==> config.mk <==
export PLATFORM = sky130hd
export DESIGN_NAME = xbr_ctrl_flat
export DESIGN_NICKNAME = d
export VERILOG_FILES = /design/src/verilog/xbr_pkg.sv /design/src/verilog/xbr_if.sv /design/src/verilog/xbr_bank.sv /design/src/verilog/xbr_ctrl.sv /design/src/flat_wrapper.sv
export VERILOG_INCLUDE_DIRS = /design/src /design/src/verilog
export SDC_FILE = /design/constraint.sdc
export NUM_CORES = 1
export LEC_CHECK = 0
export ABC_AREA = 1
export BUFFER_PORTS_ARGS = -buffer_cell sky130_fd_sc_hd__clkbuf_2
export CAP_MARGIN = 5
export CORE_ASPECT_RATIO = 1.75
export CORE_MARGIN = 2
export CORE_UTILIZATION = 55
export DETAILED_ROUTE_END_ITERATION = 7
export GPL_TIMING_DRIVEN = 0
export PLACE_DENSITY_LB_ADDON = 0.05
export SETUP_SLACK_MARGIN = 0.1
export SLEW_MARGIN = 0
export SYNTH_ARGS = -nofsm -noshare
export SYNTH_HDL_FRONTEND = slang
export SYNTH_HIERARCHICAL = 1
export SYNTH_SLANG_ARGS = --single-unit
==> constraint.sdc <==
create_clock -name clk -period 3.03 [get_ports clk]
set_input_delay 0.1515 -clock clk [delete_from_list [all_inputs] [get_ports clk]]
set_output_delay 0.1515 -clock clk [all_outputs]
set_load 0.1 [all_outputs]
==> src/verilog/xbr_defs.svh <==
// timing counts and command codes for the cross-bank command rules
`ifndef XBR_DEFS_SVH
`define XBR_DEFS_SVH
`define XBR_CLK_MHZ 25
`define XBR_T_RP_NS 18
`define XBR_T_RCD_NS 18
`define XBR_T_WR_NS 15
`define XBR_T_XP_NS 25
`define XBR_RP_CYC ((`XBR_T_RP_NS * `XBR_CLK_MHZ + 999) / 1000)
`define XBR_RCD_CYC ((`XBR_T_RCD_NS * `XBR_CLK_MHZ + 999) / 1000)
`define XBR_WR_CYC ((`XBR_T_WR_NS * `XBR_CLK_MHZ + 999) / 1000)
`define XBR_XP_CYC ((`XBR_T_XP_NS * `XBR_CLK_MHZ + 999) / 1000)
`define XBR_CL 3
`define XBR_BL 4
`define XBR_CMD_NOP 4'h7
`define XBR_CMD_ACT 4'h3
`define XBR_CMD_RD 4'h5
`define XBR_CMD_WR 4'h4
`define XBR_CMD_PRE 4'h2
`define XBR_CMD_BST 4'h6
`define XBR_CMD_REF 4'h1
`define XBR_CMD_MRS 4'h0
`define XBR_CMD_DESEL 4'h8
`endif

==> src/verilog/xbr_pkg.sv <==
// types shared by both ends of the cross-bank command link
package xbr_pkg;
	typedef enum logic [2:0] {
		XBR_IDLE, XBR_ACTIVATING, XBR_ACTIVE, XBR_READ, XBR_WRITE,
		XBR_AC_ACCESS, XBR_AC_PRECH, XBR_PRECHARGING
	} xbr_bank_e;
	typedef struct packed {
		xbr_bank_e st;
		logic [3:0] cnt;
		logic is_wr;
	} xbr_bank_s;
endpackage

==> src/verilog/xbr_if.sv <==
// command link between controller and device
`timescale 1ns/100ps
`default_nettype none
interface xbr_if;
	logic cke;
	logic cs_n;
	logic ras_n;
	logic cas_n;
	logic we_n;
	logic [1:0] ba;
	logic a10;
	logic [3:0] write_byte_mask;
	modport ctrl (output cke, cs_n, ras_n, cas_n, we_n, ba, a10, write_byte_mask);
	modport dev (input cke, cs_n, ras_n, cas_n, we_n, ba, a10, write_byte_mask);
endinterface
`default_nettype wire

==> src/verilog/xbr_bank.sv <==
// one bank state tracker
`timescale 1ns/100ps
`default_nettype none
`include "xbr_defs.svh"
module xbr_bank (
	input wire logic clk,
	input wire logic rst,
	input wire logic valid,
	input wire logic [3:0] cmd,
	input wire logic hit,
	input wire logic auto_close_option,
	input wire logic bst_hit,
	output var xbr_pkg::xbr_bank_s q
);
	localparam logic [3:0] RP = 4'(`XBR_RP_CYC);
	localparam logic [3:0] RCD = 4'(`XBR_RCD_CYC);
	localparam logic [3:0] RD_END = 4'(`XBR_BL / 2);
	localparam logic [3:0] WR_END = 4'(`XBR_BL / 2 + `XBR_WR_CYC);
	xbr_pkg::xbr_bank_s next_q;
	always_comb begin
		next_q = q;
		if (q.cnt != 4'h0) begin
			next_q.cnt = q.cnt - 4'h1;
		end
		case (q.st)
			xbr_pkg::XBR_PRECHARGING: if (q.cnt <= 4'h1) next_q.st = xbr_pkg::XBR_IDLE;
			xbr_pkg::XBR_ACTIVATING: if (q.cnt <= 4'h1) next_q.st = xbr_pkg::XBR_ACTIVE;
			xbr_pkg::XBR_READ, xbr_pkg::XBR_WRITE: begin
				if (q.cnt <= 4'h1 || bst_hit) begin
					next_q.st = xbr_pkg::XBR_ACTIVE;
					next_q.cnt = 4'h0;
				end
			end
			xbr_pkg::XBR_AC_ACCESS: begin
				if (q.cnt <= 4'h1) begin
					next_q.st = xbr_pkg::XBR_AC_PRECH;
					next_q.cnt = RP;
				end
			end
			xbr_pkg::XBR_AC_PRECH: if (q.cnt <= 4'h1) next_q.st = xbr_pkg::XBR_IDLE;
			default: ;
		endcase
		// nop and deselect fall to the default branch here, so running bursts continue
		if (valid && hit) begin
			case (cmd)
				`XBR_CMD_ACT: begin
					next_q.st = xbr_pkg::XBR_ACTIVATING;
					next_q.cnt = RCD;
				end
				`XBR_CMD_PRE: begin
					next_q.st = xbr_pkg::XBR_PRECHARGING;
					next_q.cnt = RP;
				end
				`XBR_CMD_RD, `XBR_CMD_WR: begin
					next_q.is_wr = (cmd == `XBR_CMD_WR);
					next_q.cnt = (cmd == `XBR_CMD_WR) ? WR_END : RD_END;
					if (auto_close_option) begin
						next_q.st = xbr_pkg::XBR_AC_ACCESS;
					end else begin
						next_q.st = (cmd == `XBR_CMD_WR) ? xbr_pkg::XBR_WRITE : xbr_pkg::XBR_READ;
						next_q.cnt = RD_END;
					end
				end
				default: ;
			endcase
		end
	end
	always_ff @(posedge clk) begin
		if (rst) begin
			q <= '{st: xbr_pkg::XBR_IDLE, cnt: 4'h0, is_wr: 1'b0};
		end else begin
			q <= next_q;
		end
	end
endmodule
`default_nettype wire

==> src/verilog/xbr_ctrl.sv <==
// controller end: checks each request against all bank states before issue
`timescale 1ns/100ps
`default_nettype none
`include "xbr_defs.svh"
// ==========================================
// Functional notes
// - commands only with cke high twice, after exit
// - deselect and nop behave the same
// - never issue an unlisted combination
// - idle only after full precharge period
// - row active after activate delay, no burst
// - read or write state until burst ends
// - auto-close read precharge at earliest precharge point
// - auto-close write precharge after write recovery
// - access portion lasts until precharge portion
// - precharge portion allows act pre rd wr elsewhere
// - access portion allows only act pre elsewhere
// - honour timing, no read write data collision
// - refresh and mode set only all idle
// - burst terminate only to its own bank
// - permissions cover both auto-close settings
// - mask remaining write data on read interrupt
// - write after read only when output done
// - precharging until precharge period elapses then idle
// - read is cs low ras high cas low we high
module xbr_ctrl #(
	parameter int NBANK = 4
) (
	input wire logic clk,
	input wire logic rst,
	input wire logic req_valid,
	input wire logic [3:0] req_cmd,
	input wire logic [1:0] req_bank,
	input wire logic req_auto_close,
	output logic req_ready,
	output logic req_taken,
	xbr_if.ctrl link
);
	initial begin
		if (NBANK != 4) $error("xbr_ctrl serves four banks only");
	end
	localparam logic [3:0] XP = 4'(`XBR_XP_CYC);
	localparam logic [3:0] RD_DONE = 4'(`XBR_CL + `XBR_BL / 2);
	typedef struct packed {
		logic cke;
		logic [3:0] xp_cnt;
		logic [3:0] rd_out;
		logic [1:0] last_rd;
		logic [3:0] cmd;
		logic [1:0] ba;
		logic a10;
		logic [3:0] mask;
		logic taken;
		logic ready;
	} xbr_ctrl_s;
	xbr_ctrl_s s;
	xbr_ctrl_s next_s;
	xbr_pkg::xbr_bank_s bq [NBANK];
	logic ok;
	logic any_wr;
	genvar g;
	generate
		for (g = 0; g < NBANK; g++) begin : bank
			xbr_bank u_bank (
				.clk(clk),
				.rst(rst),
				.valid(s.cmd != `XBR_CMD_DESEL && s.cmd != `XBR_CMD_NOP),
				.cmd(s.cmd),
				.hit(s.ba == 2'(g) || (s.cmd == `XBR_CMD_PRE && s.a10)),
				.auto_close_option(s.a10),
				.bst_hit(s.cmd == `XBR_CMD_BST && s.last_rd == 2'(g)),
				.q(bq[g])
			);
		end
	endgenerate
	always_comb begin
		ok = (s.xp_cnt == 4'h0) && s.cke;
		any_wr = 1'b0;
		for (int i = 0; i < NBANK; i++) begin
			if (bq[i].st == xbr_pkg::XBR_WRITE
					|| (bq[i].st == xbr_pkg::XBR_AC_ACCESS && bq[i].is_wr)) any_wr = 1'b1;
			if (2'(i) == req_bank) begin
				case (req_cmd)
					`XBR_CMD_ACT: if (bq[i].st != xbr_pkg::XBR_IDLE) ok = 1'b0;
					`XBR_CMD_RD, `XBR_CMD_WR: begin
						if (bq[i].st != xbr_pkg::XBR_ACTIVE && bq[i].st != xbr_pkg::XBR_READ
								&& bq[i].st != xbr_pkg::XBR_WRITE) ok = 1'b0;
					end
					`XBR_CMD_PRE: begin
						if (bq[i].st == xbr_pkg::XBR_ACTIVATING
								|| bq[i].st == xbr_pkg::XBR_AC_ACCESS
								|| bq[i].st == xbr_pkg::XBR_AC_PRECH) ok = 1'b0;
					end
					`XBR_CMD_BST: if (bq[i].st != xbr_pkg::XBR_READ || s.last_rd != req_bank) ok = 1'b0;
					default: ;
				endcase
			end else begin
				case (bq[i].st)
					xbr_pkg::XBR_AC_ACCESS: begin
						if (req_cmd != `XBR_CMD_ACT && req_cmd != `XBR_CMD_PRE) ok = 1'b0;
					end
					xbr_pkg::XBR_AC_PRECH: ;
					default: ;
				endcase
			end
			if ((req_cmd == `XBR_CMD_REF || req_cmd == `XBR_CMD_MRS)
					&& bq[i].st != xbr_pkg::XBR_IDLE) ok = 1'b0;
		end
		if (req_cmd == `XBR_CMD_WR && s.rd_out != 4'h0) ok = 1'b0;
		if (req_cmd == `XBR_CMD_NOP || req_cmd == `XBR_CMD_DESEL) ok = 1'b0;
		// trackers see an issued command one cycle late, so hold off one cycle
		if (s.taken) ok = 1'b0;
		next_s = s;
		next_s.cke = 1'b1;
		if (!s.cke) next_s.xp_cnt = XP;
		else if (s.xp_cnt != 4'h0) next_s.xp_cnt = s.xp_cnt - 4'h1;
		if (s.rd_out != 4'h0) next_s.rd_out = s.rd_out - 4'h1;
		if (s.cmd == `XBR_CMD_RD) next_s.last_rd = s.ba;
		next_s.cmd = `XBR_CMD_NOP;
		next_s.ba = 2'h0;
		next_s.a10 = 1'b0;
		next_s.mask = 4'h0;
		next_s.taken = 1'b0;
		next_s.ready = ok;
		if (req_valid && ok) begin
			next_s.cmd = req_cmd;
			next_s.ba = req_bank;
			next_s.a10 = req_auto_close;
			next_s.taken = 1'b1;
			if (req_cmd == `XBR_CMD_RD) begin
				next_s.rd_out = RD_DONE;
				if (any_wr) next_s.mask = 4'hF;
			end
			if (req_cmd == `XBR_CMD_BST) next_s.rd_out = 4'h0;
		end
	end
	always_ff @(posedge clk) begin
		if (rst) begin
			s <= '{cke: 1'b0, xp_cnt: 4'h0, rd_out: 4'h0, last_rd: 2'h0, cmd: `XBR_CMD_NOP,
				ba: 2'h0, a10: 1'b0, mask: 4'h0, taken: 1'b0, ready: 1'b0};
		end else begin
			s <= next_s;
		end
	end
	// read encoding cs low ras high cas low we high; deselect drives cs high
	assign link.cs_n = s.cmd[3];
	assign link.ras_n = s.cmd[2];
	assign link.cas_n = s.cmd[1];
	assign link.we_n = s.cmd[0];
	assign link.cke = s.cke;
	assign link.ba = s.ba;
	assign link.a10 = s.a10;
	assign link.write_byte_mask = s.mask;
	assign req_ready = s.ready;
	assign req_taken = s.taken;
endmodule
`default_nettype wire

==> src/flat_wrapper.sv <==
// flat-port wrapper written by rule: the top's interface ports become plain ports
module xbr_ctrl_flat 
#(
	parameter int NBANK = 4
)
  (clk, rst, req_valid, req_cmd, req_bank, req_auto_close, req_ready, req_taken, link_cke, link_cs_n, link_ras_n, link_cas_n, link_we_n, link_ba, link_a10, link_write_byte_mask);
  xbr_if link_i ();
  input wire logic clk;
  input wire logic rst;
  input wire logic req_valid;
  input wire logic [3:0] req_cmd;
  input wire logic [1:0] req_bank;
  input wire logic req_auto_close;
  output logic req_ready;
  output logic req_taken;
  output wire logic [$bits(link_i.cke)-1:0] link_cke;
  output wire logic [$bits(link_i.cs_n)-1:0] link_cs_n;
  output wire logic [$bits(link_i.ras_n)-1:0] link_ras_n;
  output wire logic [$bits(link_i.cas_n)-1:0] link_cas_n;
  output wire logic [$bits(link_i.we_n)-1:0] link_we_n;
  output wire logic [$bits(link_i.ba)-1:0] link_ba;
  output wire logic [$bits(link_i.a10)-1:0] link_a10;
  output wire logic [$bits(link_i.write_byte_mask)-1:0] link_write_byte_mask;
  assign link_cke = link_i.cke;
  assign link_cs_n = link_i.cs_n;
  assign link_ras_n = link_i.ras_n;
  assign link_cas_n = link_i.cas_n;
  assign link_we_n = link_i.we_n;
  assign link_ba = link_i.ba;
  assign link_a10 = link_i.a10;
  assign link_write_byte_mask = link_i.write_byte_mask;
  xbr_ctrl #(.NBANK(NBANK)) u_core (.clk(clk), .rst(rst), .req_valid(req_valid), .req_cmd(req_cmd), .req_bank(req_bank), .req_auto_close(req_auto_close), .req_ready(req_ready), .req_taken(req_taken), .link(link_i));
endmodule
# ---- Yosys cells after proc, flatten, opt, wreduce, memory -nomap -nowiden
# Cells that the tools add are included.
dict set report totals {
  regBits 56
  in_bits 10
  out_inout_bits 14
  elab_cells 286
}
dict set report classes {
  addsub 6
  magnitude_cmp 4
  n_eq_ne 64
  muxes 98
  n_bitwise 3
  reduce_logical 88
}
# cell n
set ops {}
lappend ops {{$pmux W7 S3} 4}
lappend ops {{$mux W7} 8}
lappend ops {{$eq A3 B3 Y1 const B} 16}
lappend ops {{$mux W4} 12}
lappend ops {{$pmux W3 S4} 4}
lappend ops {{$mux W1} 45}
lappend ops {{$mux W8} 4}
lappend ops {{$pmux W4 S2} 4}
lappend ops {{$logic_and A1 B1 Y1} 30}
lappend ops {{$mux W3} 10}
lappend ops {{$eq A4 B3 Y1 const B} 7}
lappend ops {{$logic_or A1 B1 Y1} 26}
lappend ops {{$mux W24} 1}
lappend ops {{$ne A3 B2 Y1 const B} 8}
lappend ops {{$reduce_bool A4 Y1} 6}
lappend ops {{$reduce_or A2 Y1} 12}
lappend ops {{$sub A4 B1 Y4 const B} 6}
lappend ops {{$eq A4 B2 Y1 const B} 4}
lappend ops {{$le A4 B1 Y1 const B} 4}
lappend ops {{$pmux W1 S4} 4}
lappend ops {{$eq A3 B1 Y1 const B} 4}
lappend ops {{$eq A3 B2 Y1 const B} 4}
lappend ops {{$mux W12} 1}
lappend ops {{$ne A3 B3 Y1 const B} 4}
lappend ops {{18 further kinds} 35}

# ---- Depth between registers and ports, before layout
# Gate-level depths: netlist of run 1.
dict set report depth {
  depth_word 25
  mapped_depth 16
  mapped_depth_nobuf 15
}

# ---- Hierarchy
# Netlist of run 1, hierarchy kept.
# mod n_inst cells_per_inst area_per_inst_um2 seq_area_each_um2
set modules_own_cells {}
lappend modules_own_cells {xbr_bank 4 103 653.1 160.2}
lappend modules_own_cells {xbr_ctrl 1 265 1556.5 420.4}

# ---- Worst setup path before layout of run 1
# OpenSTA, ideal clock, no wires.
dict set report synth_path {
  kind {register to register}
  from {register u_core.s (netlist bit u_core/link.cs_n)}
  to {register u_core/bank[0].u_bank/q[4] (netlist bit)}
  setup_ps 73
  arrival_ps 2490
  required_time_ps 2957
  slack_ps 467
  path_stages_with_launch 11
  path_buffers 0
  synth_period_minus_slack_ps 2563
  path_cell_list {dfxtp_1 -> inv_1 -> nor4_1 -> a31oi_1 -> nand2_1 -> inv_2 -> nand3_2 -> nand2_2 -> nor2_1 -> nand2_1 -> nor3_2}
}
dict set report synth_between {
  elab_chain_len 7
  word_cells_on_any_way 18
}
# element line
set synth_lines {}
lappend synth_lines {{from (decl)} xbr_ctrl.sv:56} ;# xbr_ctrl_s s;
lappend synth_lines {{from (signal assigned)} xbr_ctrl.sv:139} ;# s <= '{cke: 1'b0, xp_cnt: 4'h0, rd_out: 4'h0, last_rd: 2'h0, cmd: `XBR_CMD_NOP,
lappend synth_lines {{from (signal assigned)} xbr_ctrl.sv:142} ;# s <= next_s;
lappend synth_lines {{$eq A4 B3 Y1 (no source line)} n/a}
lappend synth_lines {{$logic_and A1 B1 Y1} xbr_ctrl.sv:71} ;# .bst_hit(s.cmd == `XBR_CMD_BST && s.last_rd == 2'(g)),
lappend synth_lines {{$logic_or A1 B1 Y1} xbr_bank.sv:29} ;# if (q.cnt <= 4'h1 || bst_hit) begin
lappend synth_lines {{$mux W7} xbr_bank.sv:29}
lappend synth_lines {{$pmux W4 S2} xbr_bank.sv:25} ;# case (q.st)
lappend synth_lines {{$pmux W7 S3} xbr_bank.sv:45} ;# case (cmd)
lappend synth_lines {{$mux W8 *} xbr_bank.sv:44} ;# if (valid && hit) begin
lappend synth_lines {{to (signal assigned)} xbr_bank.sv:70} ;# q <= '{st: xbr_pkg::XBR_IDLE, cnt: 4'h0, is_wr: 1'b0};
lappend synth_lines {{to (signal assigned)} xbr_bank.sv:72} ;# q <= next_q;
lappend synth_lines {{to (decl)} xbr_bank.sv:13} ;# output var xbr_pkg::xbr_bank_s q
# Mark *: on every way between the ends. The rest lies on a longest branch, timed or not.
# A chain may end at the register's enable or synchronous reset.

# ---- Final worst setup path of run 1
dict set report layout_path {
  from {register u_core.s (netlist bit u_core/link.cs_n)}
  to {register u_core/bank[3].u_bank/q[7] (netlist bit)}
}
dict set report layout_between {
  elab_chain_len 7
  word_cells_on_any_way 20
}
# element line
set layout_lines {}
lappend layout_lines {{$eq A4 B3 Y1 (no source line)} n/a}
lappend layout_lines {{$logic_and A1 B1 Y1} xbr_ctrl.sv:71}
lappend layout_lines {{$logic_or A1 B1 Y1} xbr_bank.sv:29}
lappend layout_lines {{$mux W7} xbr_bank.sv:29}
lappend layout_lines {{$pmux W3 S4} xbr_bank.sv:25}
lappend layout_lines {{$pmux W7 S3} xbr_bank.sv:45}
lappend layout_lines {{$mux W8 *} xbr_bank.sv:44}
lappend layout_lines {{to (signal assigned)} xbr_bank.sv:70}
lappend layout_lines {{to (signal assigned)} xbr_bank.sv:72}
lappend layout_lines {{to (decl)} xbr_bank.sv:13}
# Marked as above.

==> results.md, run 1 <==
* Count of hold-fix buffers inserted at cts at 0
* Cell-internal power at around 1.6 mW
* Number of vias per cell at about 5.3
* # clock sinks at 53
* Switching power share of the total at between 40% and 50%
* Worst-case headroom to the max-slew limit at 45.36%
* Chip Width at around 70 um
* HP Class: input port to flip-flop
* Number of antenna violations at the first check in global routing at 0
* Critical path peak fanout at 11
* Synth Area in Compound Gates at between 10% and 20%
* Static leakage power at ~2.3 nW
* Ys flop type: dfxtp_1
* Cell with the largest stage delay on the worst path: dfxtp_1
* TritonRoute pass-1 iters at 6
* Setup repair after global routing missed its margin: no
* Area share of fa/ha/maj cells after synthesis at 4.502%
* Total I/O pin count at 24
* Maximum vdd ir drop at 413.9 uV
* Area enclosed by the die boundary at between 8000 and 9000 um^2
* Max Clock Freq at roughly 0.42 GHz
* Total chip power at approximately 2.7 mW
* Share of the synthesized area in the top cell type at between 20 and 30%
* Share of the clock period used by the worst path after layout at between 70% and 80%
* Worst Tran Pin Value at just over 0.8 ns
* Critical Path AT at approximately 2.6 ns
* Mapped Cells at around 680
* Skew final at around 0.0065 ns
* Final Slew Violations at 0
* Largest family of logic cells by synthesized area: simple AND/OR/NAND/NOR gates
* Number of buffers inserted by post-CTS setup repair at 0
* Final worst hold slack at around 0.054 ns
* Worst hold path cell count at 3
* Most common cell after layout, fill and taps aside: nand2_1
* Count of different cell masters after synthesis at 31
* Diodes inserted at 0
* Pin count of the biggest net entering global routing at 30
* Final ANT Viol Nets at 0
* Via count of the first global-routing pass at between 3000 and 4000
* Number of gates resized after cts at 0
* Power share of the clock group at roughly a fifth
* Sequential-to-total area share from yosys stat at between 20% and 30%
* Area inside the core boundary at 7462 um^2
* Final routed DRC violation total at 0
* Share of cells above drive strength 1 at between 10% and 20%
* Critical path's largest stage delay at ~0.77 ns
* Number of nets produced by synthesis at approximately 700
* Outcome: complete, no violations
* Placed wire-length estimate at a little under 8 mm
* First-pass GRT wire length at around 16 mm
* Wire length per cell after detailed routing at 12.48 um
* Drt initial violations at a little under 200
* Flip-flop and latch count after synthesis at 53
* Ratio of total power to cell area at between 500 and 600 nW/um^2
* Number of clock buffers inserted by TritonCTS at 5
* Dominant cells by area after synthesis: dfxtp_1, nand2_1, nand3_1, inv_1, nor2_1
* Clock slew seen by the registers of the worst setup and hold paths at approximately 0.070 ns
* Leading area contributor after synthesis: dfxtp_1
* Most common cell on crit path: inv_1
* Synth Area per Inst at around 6.2 um^2
* Critical Path Source Type: flip-flop
* Element type at the critical path end: flip-flop
* Reg2reg path depth at 9
* Remaining global-route overflow at 0
* MaxCap Viol Count at 0
* Final setup fails at 0
* Latest clock arrival within the worst-skew pair at 0.30 ns
* Multiplexer share of the synthesized area at 0%
* Global-route usage over all layers at 24.08%
* Endpoint required time on the critical path at ~3.2 ns
* Cell area after technology mapping at 4169 um^2
* Post-route minimum period at roughly 2.4 ns
* Switching pwr at 1.141 mW
* Initial standard-cell utilization of the core at 55.87%
* Post-place instance area at 4389 um^2
* Root cell of the clock tree: clkbuf_16
* PortBufs at 22
* Synth Area in Simple Gates at a little under half
* Critical path, cell by cell: inv_1, nor4_1, a31oi_1, nand2_1, inv_2, nand3_2, inv_1, o21ai_0, a21oi_1
* Count of vias placed by the detailed router at around 4300
* Placed cell count at a little under 800
* Warnings, synthesis at 6
* Area Growth Syn to Fin at 8.704%
* Std-Cell Rows at between 40 and 50
* Placer Congestion at ~0.90
* Post-Route Setup TNS at 0 ns
* Post-detailed-routing wire length at roughly 9.9 mm
* Share of flip-flops with an asynchronous set or reset at 0%
* Final-stage net count at 731
* Sequential share of power at 34.0%
* Post-synthesis xor/xnor area fraction at under 10%
* Commonest non-fill, non-tap cells in the layout: nand2_1, inv_1, nor2_1
* Die Span Y at ~120 um
* Post-route non-filler standard cell count at 795
* Final non-filler cell area at approximately 4500 um^2
* H-tree lvl count at 2
* Max clock buf depth at 2
* Type of the setup path with the least slack: flip-flop to flip-flop
* Final hold viol count at 0
* TritonCTS clock tree: done
* EDFF count, synth at 0
* Combinational cell fraction of total power at ~45%
==> stage by stage <==
step,utilization [%],setup slack (ns)
floorplan,-,0.4672
global placement,58.82,0.7738
detailed placement,58.82,0.7068
CTS,60.73,0.6936
global route,60.73,0.4927
finish,60.73,0.6276
==> power groups by stage <==
stage          clock [mW]  sequential, mW  combinational [mW]
2_1_floorplan           0           0.937               0.996
3_3_place_gp            0           0.929                1.18
3_5_place_dp            0           0.935                1.22
4_1_cts             0.588           0.919                1.22
5_1_grt             0.611           0.933                1.39
6_report            0.572           0.917                1.21
==> Yosys cell counts, drive strengths merged (6+ instances only) <==
library cell	number
a21oi	39
buf	7
dfxtp	53
ha	15
inv	108
nand2	177
nand3	83
nand4	12
nor2	105
nor3	16
o21ai	40
xor2	6
==> flip-flops by register name, summed over array words and instances, names as in the netlist <==
name / flops
u_core/bank.u_bank/q: 32
u_core/s: 10
u_core/link.ba: 2
u_core/link.a10: 1
u_core/link.cas_n: 1
u_core/link.cke: 1
u_core/link.cs_n: 1
u_core/link.ras_n: 1
u_core/link.we_n: 1
u_core/link.write_byte_mask: 1
u_core/req_ready: 1
u_core/req_taken: 1
==> path summary, 6_finish.rpt <==
path,slack [ns],endpoint,from
min reg2reg,0.47,u_core/bank[3].u_bank/q[0],u_core/bank[3].u_bank/q[0]
max,0.63,u_core/bank[3].u_bank/q[7],u_core/link.cs_n
min,0.05,u_core/link.a10,req_auto_close
max reg2reg,0.63,u_core/bank[3].u_bank/q[7],u_core/link.cs_n
==> routing by layer <==
metal  GRT usage [%]  up-vias  wire length [um]
met4           11.42        0               346
met3           3.976       26               311
li1                -     2223                 -
met1           23.73     1936              3789
met5               0        -                 0
met2           47.08       68              5476
==> logic make-up (layout without fill, tap and decap cells) <==
kind of cell | Yosys count | in the layout
simple gates | 399 | 399
buf+inv | 116 | 146
compound gates | 87 | 87
flops | 53 | 53
fa+ha+maj | 15 | 15
xor+xnor | 7 | 7
==> worst max-delay path: cells and delay by family (launching register included) <==
kind,cells,cell delay [ns]
DFF,1,0.77
and+or+nand+nor,3,0.69
AOI/OAI and AO/OA,3,0.50
buffers and inverters,3,0.29
==> layout make-up <==
cell class              instances  area (um^2)
flip-flops and latches         53         1061
well taps                      88        110.1
plain buffers                   7        52.55
multi-input cells             508         2645
inverters                     109        410.4
fillers                       752         2930
clock buffers                   5        125.1
repair buffers                 22        110.1
clock inverters                 3        17.52
(Power assumes the default switching activity.)
==> inputs of run 2 (changes only) <==
==> constraint.sdc (replaced) <==
create_clock -name clk -period 2 [get_ports clk]
set_input_delay 0.1 -clock clk [delete_from_list [all_inputs] [get_ports clk]]
set_output_delay 0.1 -clock clk [all_outputs]
set_load 0.1 [all_outputs]
==> results.md, run 2 (same netlist as run 1, synthesis figures left out) <==
* Outcome: complete, no violations
* Multi-input combinational cell area at 2761 um^2
* Post-detailed-routing wire length at around 10 mm
* Share of the clock period used by the worst path after layout at roughly 90%
* Cell type group with the largest total delay on the critical path: simple AND/OR/NAND/NOR gates
* Pin count of the biggest net entering global routing at 30
* HP Class: input port to flip-flop
* Setup repair after global routing missed its margin: yes
* Cell with the largest stage delay on the worst path: dfxtp_4
* Final Slew Violations at 0
* Via count of the first global-routing pass at around 4200
* Final setup fails at 0
* Total chip power at 4.250 mW
* Placer Congestion at roughly 0.9
* Global-route usage over all layers at 25.15%
* TritonCTS clock tree: done
* Worst-case headroom to the max-slew limit at about half
* Post-route minimum period at between 1.5 and 2 ns
* Static leakage power at 2.384 nW
* Register ranked first by flip-flop count: u_core/bank.u_bank/q
* Ratio of total power to cell area at slightly below 900 nW/um^2
* Number of clock buffers inserted by TritonCTS at 5
* Area inside the core boundary at roughly 7500 um^2
* Post-route non-filler standard cell count at between 800 and 900
* # clock sinks at 53
* First-pass GRT wire length at roughly 17 mm
* Count of vias placed by the detailed router at roughly 4400
* MaxCap Viol Count at 0
* Die Span Y at between 100 and 150 um
* Most common cell on crit path: nand2_1
* Critical path's largest stage delay at ~0.42 ns
* H-tree lvl count at 2
* Final hold viol count at 0
* Worst Tran Pin Value at roughly 0.77 ns
* Critical path peak fanout at 9
* Area Growth Syn to Fin at 15.91%
* Final-stage net count at roughly 750
* Root cell of the clock tree: clkbuf_16
* Post-Route Setup TNS at 0 ns
* Std-Cell Rows at 42
* Critical Path AT at between 2 and 2.5 ns
* Final worst hold slack at approximately 0.09 ns
* Share of cells above drive strength 1 at about a quarter
* Latest clock arrival within the worst-skew pair at roughly 0.30 ns
* Buffering stage count on the worst path with inverters included at 2
* Area enclosed by the die boundary at between 8000 and 9000 um^2
* Total I/O pin count at 24
* Diodes inserted at 0
* PortBufs at 22
* Remaining global-route overflow at 0
* Critical Path Source Type: flip-flop
* Number of inserted filler cells in the final layout at approximately 750
* Endpoint required time on the critical path at between 2 and 2.5 ns
* Skew final at slightly below 0.008 ns
* Final routed DRC violation total at 0
* Max reg flops at 32
* Placed wire-length estimate at slightly below 8 mm
* Type of the setup path with the least slack: flip-flop to flip-flop
* Number of vias per cell at between 5 and 6
* Wire length per cell after detailed routing at 12.81 um
* Initial standard-cell utilization of the core at a little under three fifths
* Maximum vdd ir drop at about 650 uV
* Most common cell after layout, fill and taps aside: nand2_1
* Chip Width at 69.82 um
* Clock slew seen by the registers of the worst setup and hold paths at ~0.07 ns
* Critical path, cell by cell: inv_1, nor4_2, a31oi_4, nand2_1, inv_2, nand3_2, nand2_2, nor2_1, nand2_1, nor3_2
* Final ANT Viol Nets at 0
* Element type at the critical path end: flip-flop
* Number of antenna violations at the first check in global routing at 0
* Drt initial violations at between 200 and 250
* Commonest non-fill, non-tap cells in the layout: nand2_1, nor2_1, inv_1
* FF/Latch Area at ~1100 um^2
* Max clock buf depth at 2
* TritonRoute pass-1 iters at 5
* Max Clock Freq at 0.5568 GHz
* Placed cell count at ~790
* Post-route core utilization at between 60% and 70%
-- run 2: changes by cell type in the layout (fill, tap and decap cells not counted), moves of 3 or more --
| cell | delta |
|---|---|
| dfxtp_1 | -17 |
| buf_4 | +14 |
| dfxtp_2 | +11 |
| inv_1 | -9 |
| inv_2 | +9 |
| nand2_1 | -7 |
| dfxtp_4 | +6 |
| nand2_2 | +6 |
| nor3_1 | -5 |
| nor3_2 | +5 |
| nor2_1 | -4 |
| clkinv_2 | -3 |
-- run 2: worst register-to-register path, stage by stage, from the launching register on --
cell and delay (ns):
dfxtp_4 0.42, inv_1 0.09, nor4_2 0.32, a31oi_4 0.08, nand2_1 0.14, inv_2 0.07
nand3_2 0.14, nand2_2 0.10, nor2_1 0.16, nand2_1 0.12, nor3_2 0.10
-- run 2: final timing paths --
path	start	slack, ns	end	cells after the start
worst max-delay path	u_core/link.cs_n	0.20	u_core/bank[2].u_bank/q[4]	10
worst min-delay path	req_cmd[2]	0.09	u_core/link.ras_n	3
worst max register to register	u_core/link.cs_n	0.20	u_core/bank[2].u_bank/q[4]	10
worst min register to register	u_core/bank[3].u_bank/q[0]	0.47	u_core/bank[3].u_bank/q[0]	2
-- run 2: layout make-up --
type                       count  area share [%]
inverter                     109           8.571
sequential                    53           22.71
buffer                         7           1.088
tap                           88           2.279
timing repair buffer          39           5.179
clock buffer                   8           3.030
multi-input combinational    508           57.15
-- run 2: what timing repair did --
| item | 4_1_cts | 5_1_grt |
|---|---|---|
| hold endpoints to repair | 1 | 0 |
| pin swaps | 7 | 14 |
| hold buffers | 1 | 0 |
| endpoints found under the setup margin | 16 | 41 |
| setup buffers | 1 | 15 |
| gates resized for setup | 11 | 42 |
-- run 2: layer usage --
layer | global-route usage, % | share of wire (%) | vias to the layer above
met5 | 0 | 0 | -
met4 | 13.70 | 3.6 | 0
met3 | 3.892 | 2.7 | 31
met2 | 47.74 | 56 | 79
met1 | 25.44 | 38 | 1992
li1 | - | - | 2255
-- run 2: power breakdown --
part	internal [mW]	total, mW	leakage, nW	switching (mW)
sequential	1.23	1.39	0.440	0.163
clock	0.501	0.887	0.0712	0.386
combinational	0.744	1.97	1.87	1.23
-- run 2: through the flow --
step                      instance area, um^2  setup slack [ns]
after global placement                   4404          0.009232
after CTS                                4603           0.09404
final                                    4832            0.2039
after floorplan                          4184            0.1221
after detailed placement                 4404          -0.03110
after global routing                     4832           0.04920
==> inputs of run 3 (changes only) <==
--- a/config.mk
+++ b/config.mk
@@ -14,7 +14,7 @@
 export CORE_UTILIZATION = 55
 export DETAILED_ROUTE_END_ITERATION = 7
 export GPL_TIMING_DRIVEN = 0
-export PLACE_DENSITY_LB_ADDON = 0.05
+export PLACE_DENSITY = 0.79
 export SETUP_SLACK_MARGIN = 0.1
 export SLEW_MARGIN = 0
 export SYNTH_ARGS = -nofsm -noshare
==> results.md, run 3 (same netlist as run 1, synthesis figures left out) <==
* Post-place instance area at ~4400 um^2
* Final non-filler cell area at around 5000 um^2
* TritonRoute pass-1 iters at 5
* Clock slew seen by the registers of the worst setup and hold paths at ~0.070 ns
* Critical Path AT at 2.00 ns
* Pin count of the biggest net entering global routing at 30
* Final hold viol count at 0
* Global-route usage over all layers at around a quarter
* Ratio of total power to cell area at 929.0 nW/um^2
* Wire length per cell after detailed routing at between 10 and 15 um
* Register ranked first by flip-flop count: u_core/bank.u_bank/q
* Cell type group with the largest total delay on the critical path: simple AND/OR/NAND/NOR gates
* Area Growth Syn to Fin at 17.77%
* Final setup fails at 0
* Placer Congestion at between 0.9 and 1
* TritonCTS clock tree: done
* Via count of the first global-routing pass at around 4200
* Number of vias per cell at 5.493
* Commonest non-fill, non-tap cells in the layout: nand2_1, nor2_1, inv_1
* Endpoint required time on the critical path at ~2.2 ns
* Initial standard-cell utilization of the core at between 50% and 60%
* Skew final at 0.003813 ns
* Number of clock buffers inserted by TritonCTS at 5
* Final Slew Violations at 0
* Worst Tran Pin Value at between 0.7 and 0.8 ns
* Share of cells above drive strength 1 at about a quarter
* Cell with the largest stage delay on the worst path: dfxtp_1
* Remaining global-route overflow at 0
* Share of the clock period used by the worst path after layout at around nine tenths
* Max Clock Freq at 0.5516 GHz
* Type of the setup path with the least slack: flip-flop to flip-flop
* Post-detailed-routing wire length at roughly 11 mm
* Critical Path Source Type: flip-flop
* Critical path's largest stage delay at 0.56 ns
* Outcome: complete, no violations
* Post-Route Setup TNS at 0 ns
* Number of antenna violations at the first check in global routing at 0
* Diodes inserted at 0
* Placed wire-length estimate at between 7 and 8 mm
* Final ANT Viol Nets at 0
* Latest clock arrival within the worst-skew pair at between 0.2 and 0.3 ns
* Total I/O pin count at 24
* Max clock buf depth at 2
* Post-route minimum period at 1.813 ns
* Drt initial violations at 217
* Element type at the critical path end: flip-flop
* Final routed DRC violation total at 0
* Number of inserted filler cells in the final layout at 664
* Most common cell after layout, fill and taps aside: nand2_1
* Maximum vdd ir drop at slightly below 800 uV
* MaxCap Viol Count at 0
* Std-Cell Rows at 42
* H-tree lvl count at 2
* HP Class: input port to flip-flop
* Area enclosed by the die boundary at around 8300 um^2
* Static leakage power at 2.423 nW
* Count of vias placed by the detailed router at between 4000 and 5000
* Worst-case headroom to the max-slew limit at 49.08%
* Buffering stage count on the worst path with inverters included at 1
* Root cell of the clock tree: clkbuf_16
* # clock sinks at 53
* Chip Width at ~70 um
* Max reg flops at 32
* PortBufs at 22
* Die Span Y at around 120 um
* First-pass GRT wire length at 17.42 mm
* Critical path, cell by cell: nand3_1, a21oi_1, nor2_1, nand3_1, nand3_2, nor2_4, nand2_1, nor2_2, nand2_4, inv_4, nand2_1
* Final-stage net count at around 750
* Setup repair after global routing missed its margin: no
* Critical path peak fanout at 11
* Area inside the core boundary at 7462 um^2
## run 3: where the power goes
part           leakage, nW  total [mW]  internal [mW]  switching, mW
logic                 1.89        2.05          0.779           1.27
clock network       0.0938        1.12          0.715          0.401
registers            0.440        1.40           1.23          0.171
## run 3: repair_timing
item | 4_1_cts | 5_1_grt
setup endpoints to repair | 11 | 41
hold buffers | 0 | 0
gates resized for setup | 9 | 44
pin swaps | 6 | 12
setup buffers | 2 | 20
gates cloned | 0 | 0
## run 3: per-stage QoR
step / setup slack, ns / utilization (%) / hold WS (ns) / power (mW) / cells
floorplan: 0.1221 / - / 0.1624 / 2.926 / 677
global placement: 0.02015 / 59.02 / 0.2958 / 3.184 / 787
CTS: 0.1099 / 62.06 / 0.01192 / 4.469 / 797
global route: 0.07393 / 65.79 / 0.02519 / 4.949 / 817
finish: 0.1871 / 65.79 / 0.01369 / 4.561 / 817
detailed placement: -0.01719 / 59.02 / 0.3234 / 3.266 / 787
## run 3: worst paths after layout
kind / start / to / slack, ns / depth (start not counted)
min: req_auto_close / u_core/link.a10 / 0.01 / 3
max reg2reg: u_core/bank[2].u_bank/q[7] / u_core/link.we_n / 0.19 / 11
max: u_core/bank[2].u_bank/q[7] / u_core/link.we_n / 0.19 / 11
min reg2reg: u_core/bank[3].u_bank/q[0] / u_core/bank[3].u_bank/q[0] / 0.48 / 2
## run 3: final cells by class
cell class              instances  area (um^2)  area share (%)
multi-input cells             508         2773           56.47
flip-flops and latches         53         1095           22.30
inverters                     109        414.1           8.435
repair buffers                 44        275.3           5.607
clock buffers                   5        125.1           2.548
well taps                      88        110.1           2.243
clock inverters                 3        65.06           1.325
plain buffers                   7        52.55           1.070
## run 3: worst register-to-register path, cell delays in order (launching register included)
cell	delay, ns
dfxtp_1	0.56
nand3_1	0.16
a21oi_1	0.15
nor2_1	0.05
nand3_1	0.09
nand3_2	0.10
nor2_4	0.11
nand2_1	0.07
nor2_2	0.17
nand2_4	0.12
inv_4	0.08
nand2_1	0.04
## run 3: routing by layer
metal / GRT usage, % / up-vias / wire, um
met5: 0 / - / 0
met4: 13.58 / 0 / 561
met3: 2.792 / 48 / 328
met1: 23.55 / 2034 / 3918
met2: 51.61 / 137 / 6020
li1: - / 2269 / -
